--- src/verilog/acc_pkg.sv ---
// Purpose: shared constants for the converter control block
// Assumes: byte registers on a plain address/strobe port
// Notes: offsets are the printed byte addresses
package acc_pkg;
   localparam logic [7:0] ACC_OFS_CSR = 8'h34;
   localparam logic [7:0] ACC_OFS_HIGH = 8'h35;
   localparam logic [7:0] ACC_OFS_LOW = 8'h36;
   localparam logic [7:0] ACC_CSR_RESET = 8'h00;
   localparam logic [2:0] ACC_LOW_CTL_RESET = 3'h0;
   // control/status field positions
   localparam int ACC_CSR_DONE_BIT = 7;
   localparam int ACC_CSR_FAST_BIT = 6;
   localparam int ACC_CSR_ON_BIT = 5;
   localparam int ACC_CSR_CH_LSB = 0;
   // low register field positions
   localparam int ACC_LOW_CAL_BIT = 4;
   localparam int ACC_LOW_SLOW_BIT = 3;
   localparam int ACC_LOW_AMP_BIT = 2;
   // converter clock dividers
   localparam logic [1:0] ACC_DIV_FAST = 2'h0;
   localparam logic [1:0] ACC_DIV_NORMAL = 2'h1;
   localparam logic [1:0] ACC_DIV_SLOW = 2'h3;
   localparam int ACC_RESULT_BITS = 10;
   localparam logic [2:0] ACC_CH_MAX = 3'h6;
   // approximation sequencer states
   typedef enum logic [2:0] {
      ACC_IDLE = 3'b001,
      ACC_SAMPLE = 3'b010,
      ACC_STEP = 3'b100
   } acc_state_t;
endpackage : acc_pkg

--- src/verilog/acc_clk_if.sv ---
// Purpose: carries the converter clock enable between modules
// Assumes: one system clock
// Notes: divider drives tick, sequencer drives div_sel and run
`timescale 1ns/100ps
interface acc_clk_if;
   logic tick;
   logic [1:0] div_sel;
   logic run;
   modport divider (input div_sel, input run, output tick);
   modport user (output div_sel, output run, input tick);
endinterface : acc_clk_if

--- src/verilog/acc_adc_ctrl.sv ---
// Purpose: control logic of a 10-bit successive approximation converter
// Assumes: external comparator answers within one converter clock
// Notes: analog parts sit outside; this block drives their controls
//
// Contract
// - amplifier select routes input through x8 gain
// - overrange input gives all ones result
// - underrange input gives zero result
// - result code monotonic in input
// - converter-on starts continuous conversion
// - conversion end stores result, sets done
// - high read or status write clears done
// - channel change aborts, clears done, restarts
// - three-bit field selects inputs zero to six
// - status layout: done, fast, on, channel
// - converter-off powers down converter and amplifier
// - converter clock divides by one, two, four
// - calibration ties amplifier input to zero
// - high byte bits 9-2, low bits 1-0
// - low register holds calibration, slow, amplifier
// - wait no effect, halt disables converter
`timescale 1ns/100ps
module acc_adc_ctrl
(
   input wire logic clk_sys,
   input wire logic reset,
   input wire logic [7:0] bus_addr,
   input wire logic [7:0] bus_wdata,
   input wire logic bus_write,
   input wire logic bus_read,
   output logic [7:0] bus_rdata,
   input wire logic halt_mode,
   input wire logic comparator_above,
   output logic converter_power,
   output logic amplifier_power,
   output logic amplifier_route,
   output logic calibration_zero,
   output logic [2:0] channel_mux,
   output logic sample_hold,
   output logic [9:0] trial_code
);
   typedef struct packed {
      logic done;
      logic fast;
      logic on;
      logic [2:0] chan;
      logic cal;
      logic slow;
      logic amp;
      logic [9:0] result;
      acc_pkg::acc_state_t state;
      logic [3:0] bit_idx;
      logic [9:0] trial;
      logic [7:0] rdata;
      logic pwr;
      logic amp_pwr;
      logic route;
      logic zero;
      logic [2:0] mux;
      logic hold;
      logic [9:0] code;
   } acc_state_rec_t;

   acc_state_rec_t st_reg;
   acc_state_rec_t st_next;
   acc_clk_if cif ();
   logic csr_wr;
   logic hi_rd;
   logic low_wr;
   logic ch_change;
   logic active;
   logic [9:0] probe;
   logic [9:0] kept;

   // converter clock enable; halt stops it along with the converter
   acc_clk_div i_acc_clk_div
   (
      .clk_sys(clk_sys),
      .reset(reset),
      .cif(cif)
   );

   // divider select from slow and fast
   always_comb
   begin
      if (st_reg.slow)
         cif.div_sel = acc_pkg::ACC_DIV_SLOW;
      else if (st_reg.fast)
         cif.div_sel = acc_pkg::ACC_DIV_FAST;
      else
         cif.div_sel = acc_pkg::ACC_DIV_NORMAL;
   end

   // halt disables, wait is not an input at all
   assign active = st_reg.on && !halt_mode;
   assign cif.run = active;

   // bus decode
   assign csr_wr = bus_write && (bus_addr == acc_pkg::ACC_OFS_CSR);
   assign low_wr = bus_write && (bus_addr == acc_pkg::ACC_OFS_LOW);
   assign hi_rd = bus_read && (bus_addr == acc_pkg::ACC_OFS_HIGH);
   assign ch_change = csr_wr &&
      (bus_wdata[acc_pkg::ACC_CSR_CH_LSB +: 3] != st_reg.chan);

   // trial bit and kept bit for the current step
   assign probe = st_reg.trial | (10'h200 >> st_reg.bit_idx);
   assign kept = comparator_above ? st_reg.trial : probe;

   always_comb
   begin
      st_next = st_reg;
      // read data: one cycle after the read strobe, zero elsewhere
      st_next.rdata = 8'h00;
      if (bus_read)
      begin
         case (bus_addr)
            // status layout with reserved bits zero
            acc_pkg::ACC_OFS_CSR:
               st_next.rdata = {st_reg.done, st_reg.fast, st_reg.on,
                  2'b00, st_reg.chan};
            acc_pkg::ACC_OFS_HIGH:
               st_next.rdata = st_reg.result[9:2];
            // low register, top three bits read zero
            acc_pkg::ACC_OFS_LOW:
               st_next.rdata = {3'b000, st_reg.cal, st_reg.slow,
                  st_reg.amp, st_reg.result[1:0]};
            default:
               st_next.rdata = 8'h00;
         endcase
      end
      if (csr_wr)
      begin
         st_next.fast = bus_wdata[acc_pkg::ACC_CSR_FAST_BIT];
         st_next.on = bus_wdata[acc_pkg::ACC_CSR_ON_BIT];
         st_next.chan = bus_wdata[acc_pkg::ACC_CSR_CH_LSB +: 3];
      end
      if (low_wr)
      begin
         st_next.cal = bus_wdata[acc_pkg::ACC_LOW_CAL_BIT];
         st_next.slow = bus_wdata[acc_pkg::ACC_LOW_SLOW_BIT];
         st_next.amp = bus_wdata[acc_pkg::ACC_LOW_AMP_BIT];
      end
      // clear done on high read or status write
      if (hi_rd || csr_wr)
         st_next.done = 1'b0;
      // sequencer
      st_next.hold = 1'b0;
      if (!active)
      begin
         st_next.state = acc_pkg::ACC_IDLE;
         st_next.bit_idx = 4'h0;
         st_next.trial = 10'h000;
      end
      else if (ch_change)
      begin
         // abort and restart on the new channel
         st_next.state = acc_pkg::ACC_SAMPLE;
         st_next.bit_idx = 4'h0;
         st_next.trial = 10'h000;
      end
      else if (cif.tick)
      begin
         case (st_reg.state)
            acc_pkg::ACC_IDLE:
               st_next.state = acc_pkg::ACC_SAMPLE;
            acc_pkg::ACC_SAMPLE:
            begin
               st_next.hold = 1'b1;
               st_next.state = acc_pkg::ACC_STEP;
               st_next.bit_idx = 4'h0;
               st_next.trial = 10'h000;
            end
            // one approximation step per tick, MSB first
            acc_pkg::ACC_STEP:
            begin
               st_next.trial = kept;
               if (st_reg.bit_idx == 4'(acc_pkg::ACC_RESULT_BITS - 1))
               begin
                  st_next.result = kept;
                  st_next.done = 1'b1;
                  st_next.state = acc_pkg::ACC_SAMPLE;
               end
               else
                  st_next.bit_idx = st_reg.bit_idx + 4'h1;
            end
            default:
               st_next.state = acc_pkg::ACC_IDLE;
         endcase
      end
      // saturation falls out of search: all kept or none
      st_next.pwr = active;
      st_next.amp_pwr = active;
      // amplifier route in front of converter
      st_next.route = st_next.amp;
      st_next.zero = st_next.cal;
      // codes above six select nothing real; passed as written
      st_next.mux = st_next.chan;
      // trial code registered ahead so the pin comes from a flop
      st_next.code = st_next.trial | (10'h200 >> st_next.bit_idx);
   end

   // no interrupt output; done is polled
   always_ff @(posedge clk_sys)
   begin
      if (reset)
      begin
         st_reg <= '0;
         st_reg.state <= acc_pkg::ACC_IDLE;
      end
      else
         st_reg <= st_next;
   end

   assign bus_rdata = st_reg.rdata;
   assign converter_power = st_reg.pwr;
   assign amplifier_power = st_reg.amp_pwr;
   assign amplifier_route = st_reg.route;
   assign calibration_zero = st_reg.zero;
   assign channel_mux = st_reg.mux;
   assign sample_hold = st_reg.hold;
   assign trial_code = st_reg.code;
endmodule : acc_adc_ctrl

--- src/verilog/acc_clk_div.sv ---
// Purpose: converter clock enable from the system clock
// Assumes: div_sel holds divide-minus-one
// Notes: tick is a one-cycle enable pulse
`timescale 1ns/100ps
module acc_clk_div
(
   input wire logic clk_sys,
   input wire logic reset,
   acc_clk_if.divider cif
);
   typedef struct packed {
      logic [1:0] cnt;
      logic tick;
   } acc_div_t;
   acc_div_t st_reg;
   acc_div_t st_next;

   // count up, restart when stopped so phase is known
   always_comb
   begin
      st_next = st_reg;
      st_next.tick = 1'b0;
      if (!cif.run)
         st_next.cnt = 2'h0;
      else if (st_reg.cnt >= cif.div_sel)
      begin
         st_next.cnt = 2'h0;
         st_next.tick = 1'b1;
      end
      else
         st_next.cnt = st_reg.cnt + 2'h1;
   end

   always_ff @(posedge clk_sys)
   begin
      if (reset)
         st_reg <= '0;
      else
         st_reg <= st_next;
   end

   assign cif.tick = st_reg.tick;
endmodule : acc_clk_div

--- config.mk ---
export PLATFORM = sky130hd
export DESIGN_NAME = acc_adc_ctrl
export DESIGN_NICKNAME = d
export VERILOG_FILES = /design/src/verilog/acc_pkg.sv /design/src/verilog/acc_clk_if.sv /design/src/verilog/acc_adc_ctrl.sv /design/src/verilog/acc_clk_div.sv
export SDC_FILE = /design/constraint.sdc
export NUM_CORES = 1
export LEC_CHECK = 0
export BUFFER_PORTS_ARGS = -buffer_cell sky130_fd_sc_hd__buf_2
export CAP_MARGIN = 10
export CORE_UTILIZATION = 52
export CTS_BUF_LIST = sky130_fd_sc_hd__clkbuf_8
export DETAILED_ROUTE_END_ITERATION = 8
export PLACE_DENSITY = 0.85
export SYNTH_ARGS = -nofsm -noshare
export SYNTH_HDL_FRONTEND = slang
export SYNTH_HIERARCHICAL = 1
export SYNTH_SLANG_ARGS = --single-unit
export TNS_END_PERCENT = 5
--- constraint.sdc ---
create_clock -name clk_sys -period 1.8 [get_ports clk_sys]
set_input_delay 0.54 -clock clk_sys [delete_from_list [all_inputs] [get_ports clk_sys]]
set_output_delay 0.54 -clock clk_sys [all_outputs]
set_load 0.02 [all_outputs]
=== Word-level counts from Yosys, hierarchy flattened ===
Cells that the tools add are included.

* Word-level logic and storage cells: 76
* Latch bits: 0
* Input bits: 22
* Output and inout bits: 26
* Memories: 0
* Bits in writable memories: 0
* Memory bits (read-only): 0
* Register bits after elaboration: 59

* Muxes and demuxes: 21
* $mul: 0
* Bitwise operators: 6
* Div/mod/pow operators: 0
* Shifts and indexed selects: 2
* Eq/ne operators: 10
* Add/subtract/negate cells: 2
* Order comparisons: 1
* Reductions and logical operators: 16

{| class="wikitable"
|+ Operators by type and width
! cell !! count
|-
| two-way mux 16 bit || 2
|-
| one-hot mux 14 bit (2 select lines) || 1
|-
| == test 8 x 6 -> 1 bit (second input constant) || 3
|-
| one-hot mux 8 bit (3 select lines) || 1
|-
| bitwise OR 10 bit || 2
|-
| >> shifter 10 x 4 -> 10 bit (first input constant) || 2
|-
| two-way mux 14 bit || 1
|-
| two-way mux 10 bit || 1
|-
| two-way mux 1 bit || 9
|-
| two-way mux 3 bit || 3
|-
| one-hot mux 3 bit (3 select lines) || 1
|-
| OR reduction 3 bit || 2
|-
| logical AND 1 bit || 5
|-
| AND reduction 5 bit || 1
|-
| adder 4 x 1 -> 4 bit (second input constant) || 1
|-
| == test 4 bit (second input constant) || 1
|-
| two-way mux 4 bit || 1
|-
| inverter 1 bit || 4
|-
| AND reduction 2 bit || 2
|-
| OR reduction 2 bit || 2
|-
| OR reduction 4 bit || 1
|-
| == test 3 x 1 -> 1 bit (second input constant) || 1
|-
| == test 3 x 2 -> 1 bit (second input constant) || 1
|-
| == test 3 bit (second input constant) || 1
|-
| 9 further kinds || 9
|}

=== Depth between registers and ports, before layout ===
* Depth in word-level cells: 9
* Mapped depth: 9
* Gate-level depth less buffers: 7

=== Modules after synthesis ===
The synthesis kept the hierarchy.

{| class="wikitable"
|+ Modules (own cells, without submodules)
! module !! instances !! area each (µm²) !! cells each !! sequential area each (µm²)
|-
| acc_adc_ctrl || 1 || 2731.4 || 292 || 1121.1
|-
| acc_clk_div || 1 || 146.4 || 13 || 60.1
|}

=== Least setup slack after synthesis ===
No wires, ideal clock.

* Kind: input to register
* Start point: in bus_addr[7]
* End point: reg st_reg[48] (netlist name)
* Cell stages on the path: 6
* Path slack: -0.142 ns
* Required time: 1.669 ns
* Path buffers: 1
* Data arrival time: 1.810 ns
* Setup time: 0.131 ns
* Cell sequence: or2_4 -> nor4_4 -> a211oi_4 -> buf_6 -> mux2i_1 -> nor2_1

* Word-level cells in the longest chain between the ends: 5

{| class="wikitable"
|+ RTL lines
! element !! RTL line !! RTL
|-
| start, declared || acc_adc_ctrl.sv:27 || <nowiki>input wire logic [7:0] bus_addr,</nowiki>
|-
| == test 8 x 6 -> 1 bit || acc_adc_ctrl.sv:99 || <nowiki>assign csr_wr = bus_write && (bus_addr == acc_pkg::ACC_OFS_CSR);</nowiki>
|-
| logical AND 1 bit || acc_adc_ctrl.sv:99 ||
|-
| logical AND 1 bit || acc_adc_ctrl.sv:102 || <nowiki>assign ch_change = csr_wr &&</nowiki>
|-
| inverter 1 bit (no line) || -- ||
|-
| AND reduction 5 bit (no line) || -- ||
|-
| end signal, assigned || acc_adc_ctrl.sv:211 || <nowiki>st_reg <= st_next;</nowiki>
|-
| end, declared || acc_adc_ctrl.sv:64 || <nowiki>acc_state_rec_t st_reg;</nowiki>
|}

No other way between the ends.
A chain may end at the register's enable or synchronous reset.

=== Worst setup path after layout ===
* Start point: reg st_reg[36] (netlist name)
* End point: reg st_reg[43] (netlist name)

* Word-level cells in the longest chain between the ends: 3
* Elaborated cells between the ends (all ways): 5
* Those cells by class: eq/ne: 1; shift: 1; mux: 1; bitwise: 1; reduce/logical: 1

{| class="wikitable"
|+ RTL lines
! element !! RTL line !! RTL
|-
| >> shifter 10 x 4 -> 10 bit || acc_adc_ctrl.sv:106 || <nowiki>assign probe = st_reg.trial | (10'h200 >> st_reg.bit_idx);</nowiki>
|-
| bitwise OR 10 bit || acc_adc_ctrl.sv:106 ||
|-
| two-way mux 10 bit || acc_adc_ctrl.sv:107 || <nowiki>assign kept = comparator_above ? st_reg.trial : probe;</nowiki>
|}

Parallel ways exist; a longest one is shown, timed or not.

==> metrics list <==
- The net count of the finished layout is 399.
* Flops & latches, synth: roughly 60
- Entering global routing, the biggest net connects 26 pins.
- GR Util All Layers: 0.2687
- The tightest min-delay check is of the input pin to flip-flop type.
- For this design the ratio of total power to cell area is 735.2 nW/um2.
* Leakage Power: 1.516 nW
* Std-Cell Core Area: 5205 um2
- Mapped cell area: 2878 um2
- Dividing the final minimum period by the clock period gives 1.115.
- Counting flops with a built-in enable in the synthesized netlist gives 0.
- Timing-limited maximum frequency: 498.4 MHz
- The die is 76.39 um wide.
- Summing all multi-input logic gate instances after layout gives 1485 um2.
* Overall die area: 5835 um2
- Clock-pin slew was measured on the worst setup and hold paths at 0.07 ns.
* Leading cell type in the layout, fill and taps excluded: sky130_fd_sc_hd__dfxtp_1
- Number of top-level design ports: 48
- The tool flagged a number of max-cap violations equal to 0.
- After legalization and detailed placement, the total HPWL measured 4559 um.
- The congestion estimate from routability-driven global placement came to 0.9147.
* Actual transition at the worst max-transition pin: 0.4680 ns
- Total via count in the routed design: 2,492
* Depth of the CTS H-tree: 3
- Global route overflow: 0
- The count of pins over their slew limit is 0.
- Longest Clk Path Bufs: 2
* Ys flop type: sky130_fd_sc_hd__dfxtp_1
* Worst r2r path cells: 9
- TritonCTS built the clock tree.
- Initial antenna violation count: 0
- Remaining number of nets flagged by the antenna check after routing: 0
- Cell depth of the worst hold path: 3
* Std cell rows: 26
* Worst Clk Skew: 0.009294 ns
* Count of TritonRoute iterations in the first routing pass: 6
- A synthesized cell averages 9.435 um2.
- Unrepaired setup endpoints after global routing: true
* Clock buffer count from CTS: 9
* Hold-critical path endpoint: st_reg[54]
- Violations in the final reports: setup timing
- Setup violations remaining at the end of the flow were counted as 20.
* Max FO, Critical Path: 7
* Arrival time worst endpoint: approximately 2.3 ns
- Startpoint type of the worst setup path: flip-flop
- The register with the most flip-flops in the layout has 31 of them.
* Buffers on Ports: 46
* Post-synthesis cell count: 305
- Number of failing hold endpoints at the final stage: 0
- Clock Tree Root: sky130_fd_sc_hd__clkbuf_8
* Area growth from synthesis to layout: 27.52%
- Final worst path period need: ~2 ns
* FF-to-FF Start: st_reg[36]
- The first global-routing pass estimated 12,030 um of wire.
* Leading area contributor after synthesis: sky130_fd_sc_hd__dfxtp_1
- The share of synthesized area in the top cell type comes to 0.4104.
- Detailed-route vias per instance: 5.613
- In this run the critical register-to-register path is captured at st_reg[43].
- Most frequent cells in the layout: sky130_fd_sc_hd__dfxtp_1, sky130_fd_sc_hd__nor2_1, sky130_fd_sc_hd__buf_2
* Number of global-route vias before repair: 2,446
- STA puts the critical path data required time at a little over 2 ns.
* Ys async rst share: 0
- At the later pin of the worst-skew pair, clock insertion delay measures 0.35 ns.
* Share of cells above drive strength 1: 0.3690
* CTS sink count: 59
- For this configuration, the core starts out at a cell density of 0.5529.
- Smallest setup slack after layout: -0.2064 ns
- After routing the design area is 3670 um2.
* Nature of the critical path endpoint: flip-flop
- Measured against its own limit, the worst slew margin works out to 0.6839.
- The routed design has 7680 um of wire.
* Number of design rule violations left after detail routing: 0
* Synthesized Nets: 335
- In the final layout, flip-flops and latches occupy ~1200 um2.
* Number of filler cells placed in the layout: ~340
- The startpoint identified for the worst hold timing path is bus_wdata[3].
* Routed wire per std cell: 17.30 um
- Run status: finished, violations left
- For this run, the register share of the synthesized area comes to 0.4104.
* Number of DRC markers in iteration 0: 227
- Diode insertion count for antenna repair: 0
* Synth unique cells: 52
* Setup CP Type: flip-flop to flip-flop
* Main area contributors after synthesis: sky130_fd_sc_hd__dfxtp_1, sky130_fd_sc_hd__mux2i_1, sky130_fd_sc_hd__nor2_1, sky130_fd_sc_hd__buf_4, sky130_fd_sc_hd__a21oi_1
* Worst-case register-to-register setup slack: -0.21 ns
- Worst IR Drop VDD: about 0.00047 V
- The design draws 2.698 mW.
* Count of synthesis-stage warnings from yosys: 6
* DIE HEIGHT: 76.39 um
- Dpl cell area: 3221 um2
-- stage by stage --
stage / hold WS (ns) / setup WS, ns / std cells / TNS, ns / util
after CTS: 0.4365 / -0.05634 / 444 / -0.4017 / 0.6966
final: 0.4358 / -0.2064 / 444 / -1.806 / 0.7050
after global routing: 0.4664 / -0.2509 / 444 / -2.564 / 0.7050
after detailed placement: 0.4774 / -0.1150 / 418 / -2.547 / 0.6188
after global placement: 0.4669 / -0.09391 / 418 / -1.188 / 0.6188
after floorplan: 0.4467 / -0.1416 / 305 / -1.620 / -
-- cells in the mapped netlist (2+ instances only) --
cell / number
sky130_fd_sc_hd__nor2b_1: 6
sky130_fd_sc_hd__nand4b_1: 2
sky130_fd_sc_hd__a32oi_1: 2
sky130_fd_sc_hd__a211oi_2: 3
sky130_fd_sc_hd__buf_2: 9
sky130_fd_sc_hd__o21ai_0: 6
sky130_fd_sc_hd__dfxtp_1: 59
sky130_fd_sc_hd__mux2i_1: 24
sky130_fd_sc_hd__nand4bb_1: 2
sky130_fd_sc_hd__a22oi_1: 7
sky130_fd_sc_hd__nor4_1: 2
sky130_fd_sc_hd__a31oi_1: 2
sky130_fd_sc_hd__xnor2_1: 3
sky130_fd_sc_hd__a21oi_2: 2
sky130_fd_sc_hd__ha_1: 8
sky130_fd_sc_hd__clkbuf_1: 4
sky130_fd_sc_hd__nor3_1: 3
sky130_fd_sc_hd__buf_4: 23
sky130_fd_sc_hd__and4b_1: 2
sky130_fd_sc_hd__and4bb_2: 2
sky130_fd_sc_hd__a21oi_1: 20
sky130_fd_sc_hd__nor2_1: 47
sky130_fd_sc_hd__and3_1: 3
sky130_fd_sc_hd__buf_6: 4
sky130_fd_sc_hd__nand3b_1: 7
sky130_fd_sc_hd__inv_1: 9
sky130_fd_sc_hd__nand3_1: 6
sky130_fd_sc_hd__nand2_1: 7
sky130_fd_sc_hd__nand2b_1: 8
-- final cells by class --
type,instances,share of cell area
clock buffers,9,0.03375
clock inverters,7,0.02318
inverters,9,0.009206
multi-input cells,197,0.4047
flip-flops and latches,59,0.3232
well taps,70,0.02387
repair buffers,93,0.1821
-- cells by family (layout without fill, tap and decap cells) --
| family | count (synthesis) | in the layout | synth area share |
|---|---|---|---|
| AND/OR/NAND/NOR | 107 | 107 | 0.2152 |
| flip-flops | 59 | 59 | 0.4104 |
| AO/OA/AOI/OAI | 52 | 52 | 0.1265 |
| buffers and inverters | 49 | 118 | 0.1083 |
| multiplexers | 26 | 26 | 0.09261 |
| adder cells (fa/ha/maj) | 8 | 8 | 0.03478 |
| XOR/XNOR | 4 | 4 | 0.01218 |
-- worst max path at each step --
stage / to / from / slack [ns] / cells after the start
5_1_grt: st_reg[43] / st_reg[36] / -0.25 / 9
2_1_floorplan: st_reg[48] / bus_addr[7] / -0.14 / 6
3_5_place_dp: trial_code[9] / st_reg[36] / -0.12 / 7
3_3_place_gp: trial_code[9] / st_reg[36] / -0.09 / 7
4_1_cts: trial_code[4] / st_reg[37] / -0.06 / 10
6_report: st_reg[43] / st_reg[36] / -0.21 / 9
-- report_power, final --
group / switching, mW / internal, mW / leakage (nW)
clock network: 0.545 / 0.764 / 0.112
registers: 0.000621 / 1.30 / 0.477
logic: 0.0450 / 0.0387 / 0.928
-- timing repair --
| item | in CTS | in global routing |
|---|---|---|
| pin swaps | 14 | 3 |
| buffers inserted | 10 | 0 |
| hold buffers | 0 | 0 |
| endpoints found under the setup margin | 20 | 21 |
| gates resized for setup | 20 | 8 |
| gates cloned | 1 | 0 |
-- worst max-delay path, cell delays in order, from the launching register on --
cell,delay [ns]
sky130_fd_sc_hd__dfxtp_4,0.41
sky130_fd_sc_hd__ha_4,0.15
sky130_fd_sc_hd__and3b_2,0.23
sky130_fd_sc_hd__buf_6,0.12
sky130_fd_sc_hd__buf_4,0.11
sky130_fd_sc_hd__nand2_4,0.06
sky130_fd_sc_hd__a211oi_4,0.23
sky130_fd_sc_hd__bufbuf_16,0.32
sky130_fd_sc_hd__o21ai_0,0.13
sky130_fd_sc_hd__a21oi_1,0.18
-- layer usage --
metal,vias to the layer above,track usage,part of all wire
li1,1165,-,-
met1,1186,0.3236,0.42
met2,108,0.4306,0.50
met3,33,0.06707,0.051
met4,0,0.1635,0.037
met5,-,0,0
No activity file was read; power rests on OpenSTA's default activity.
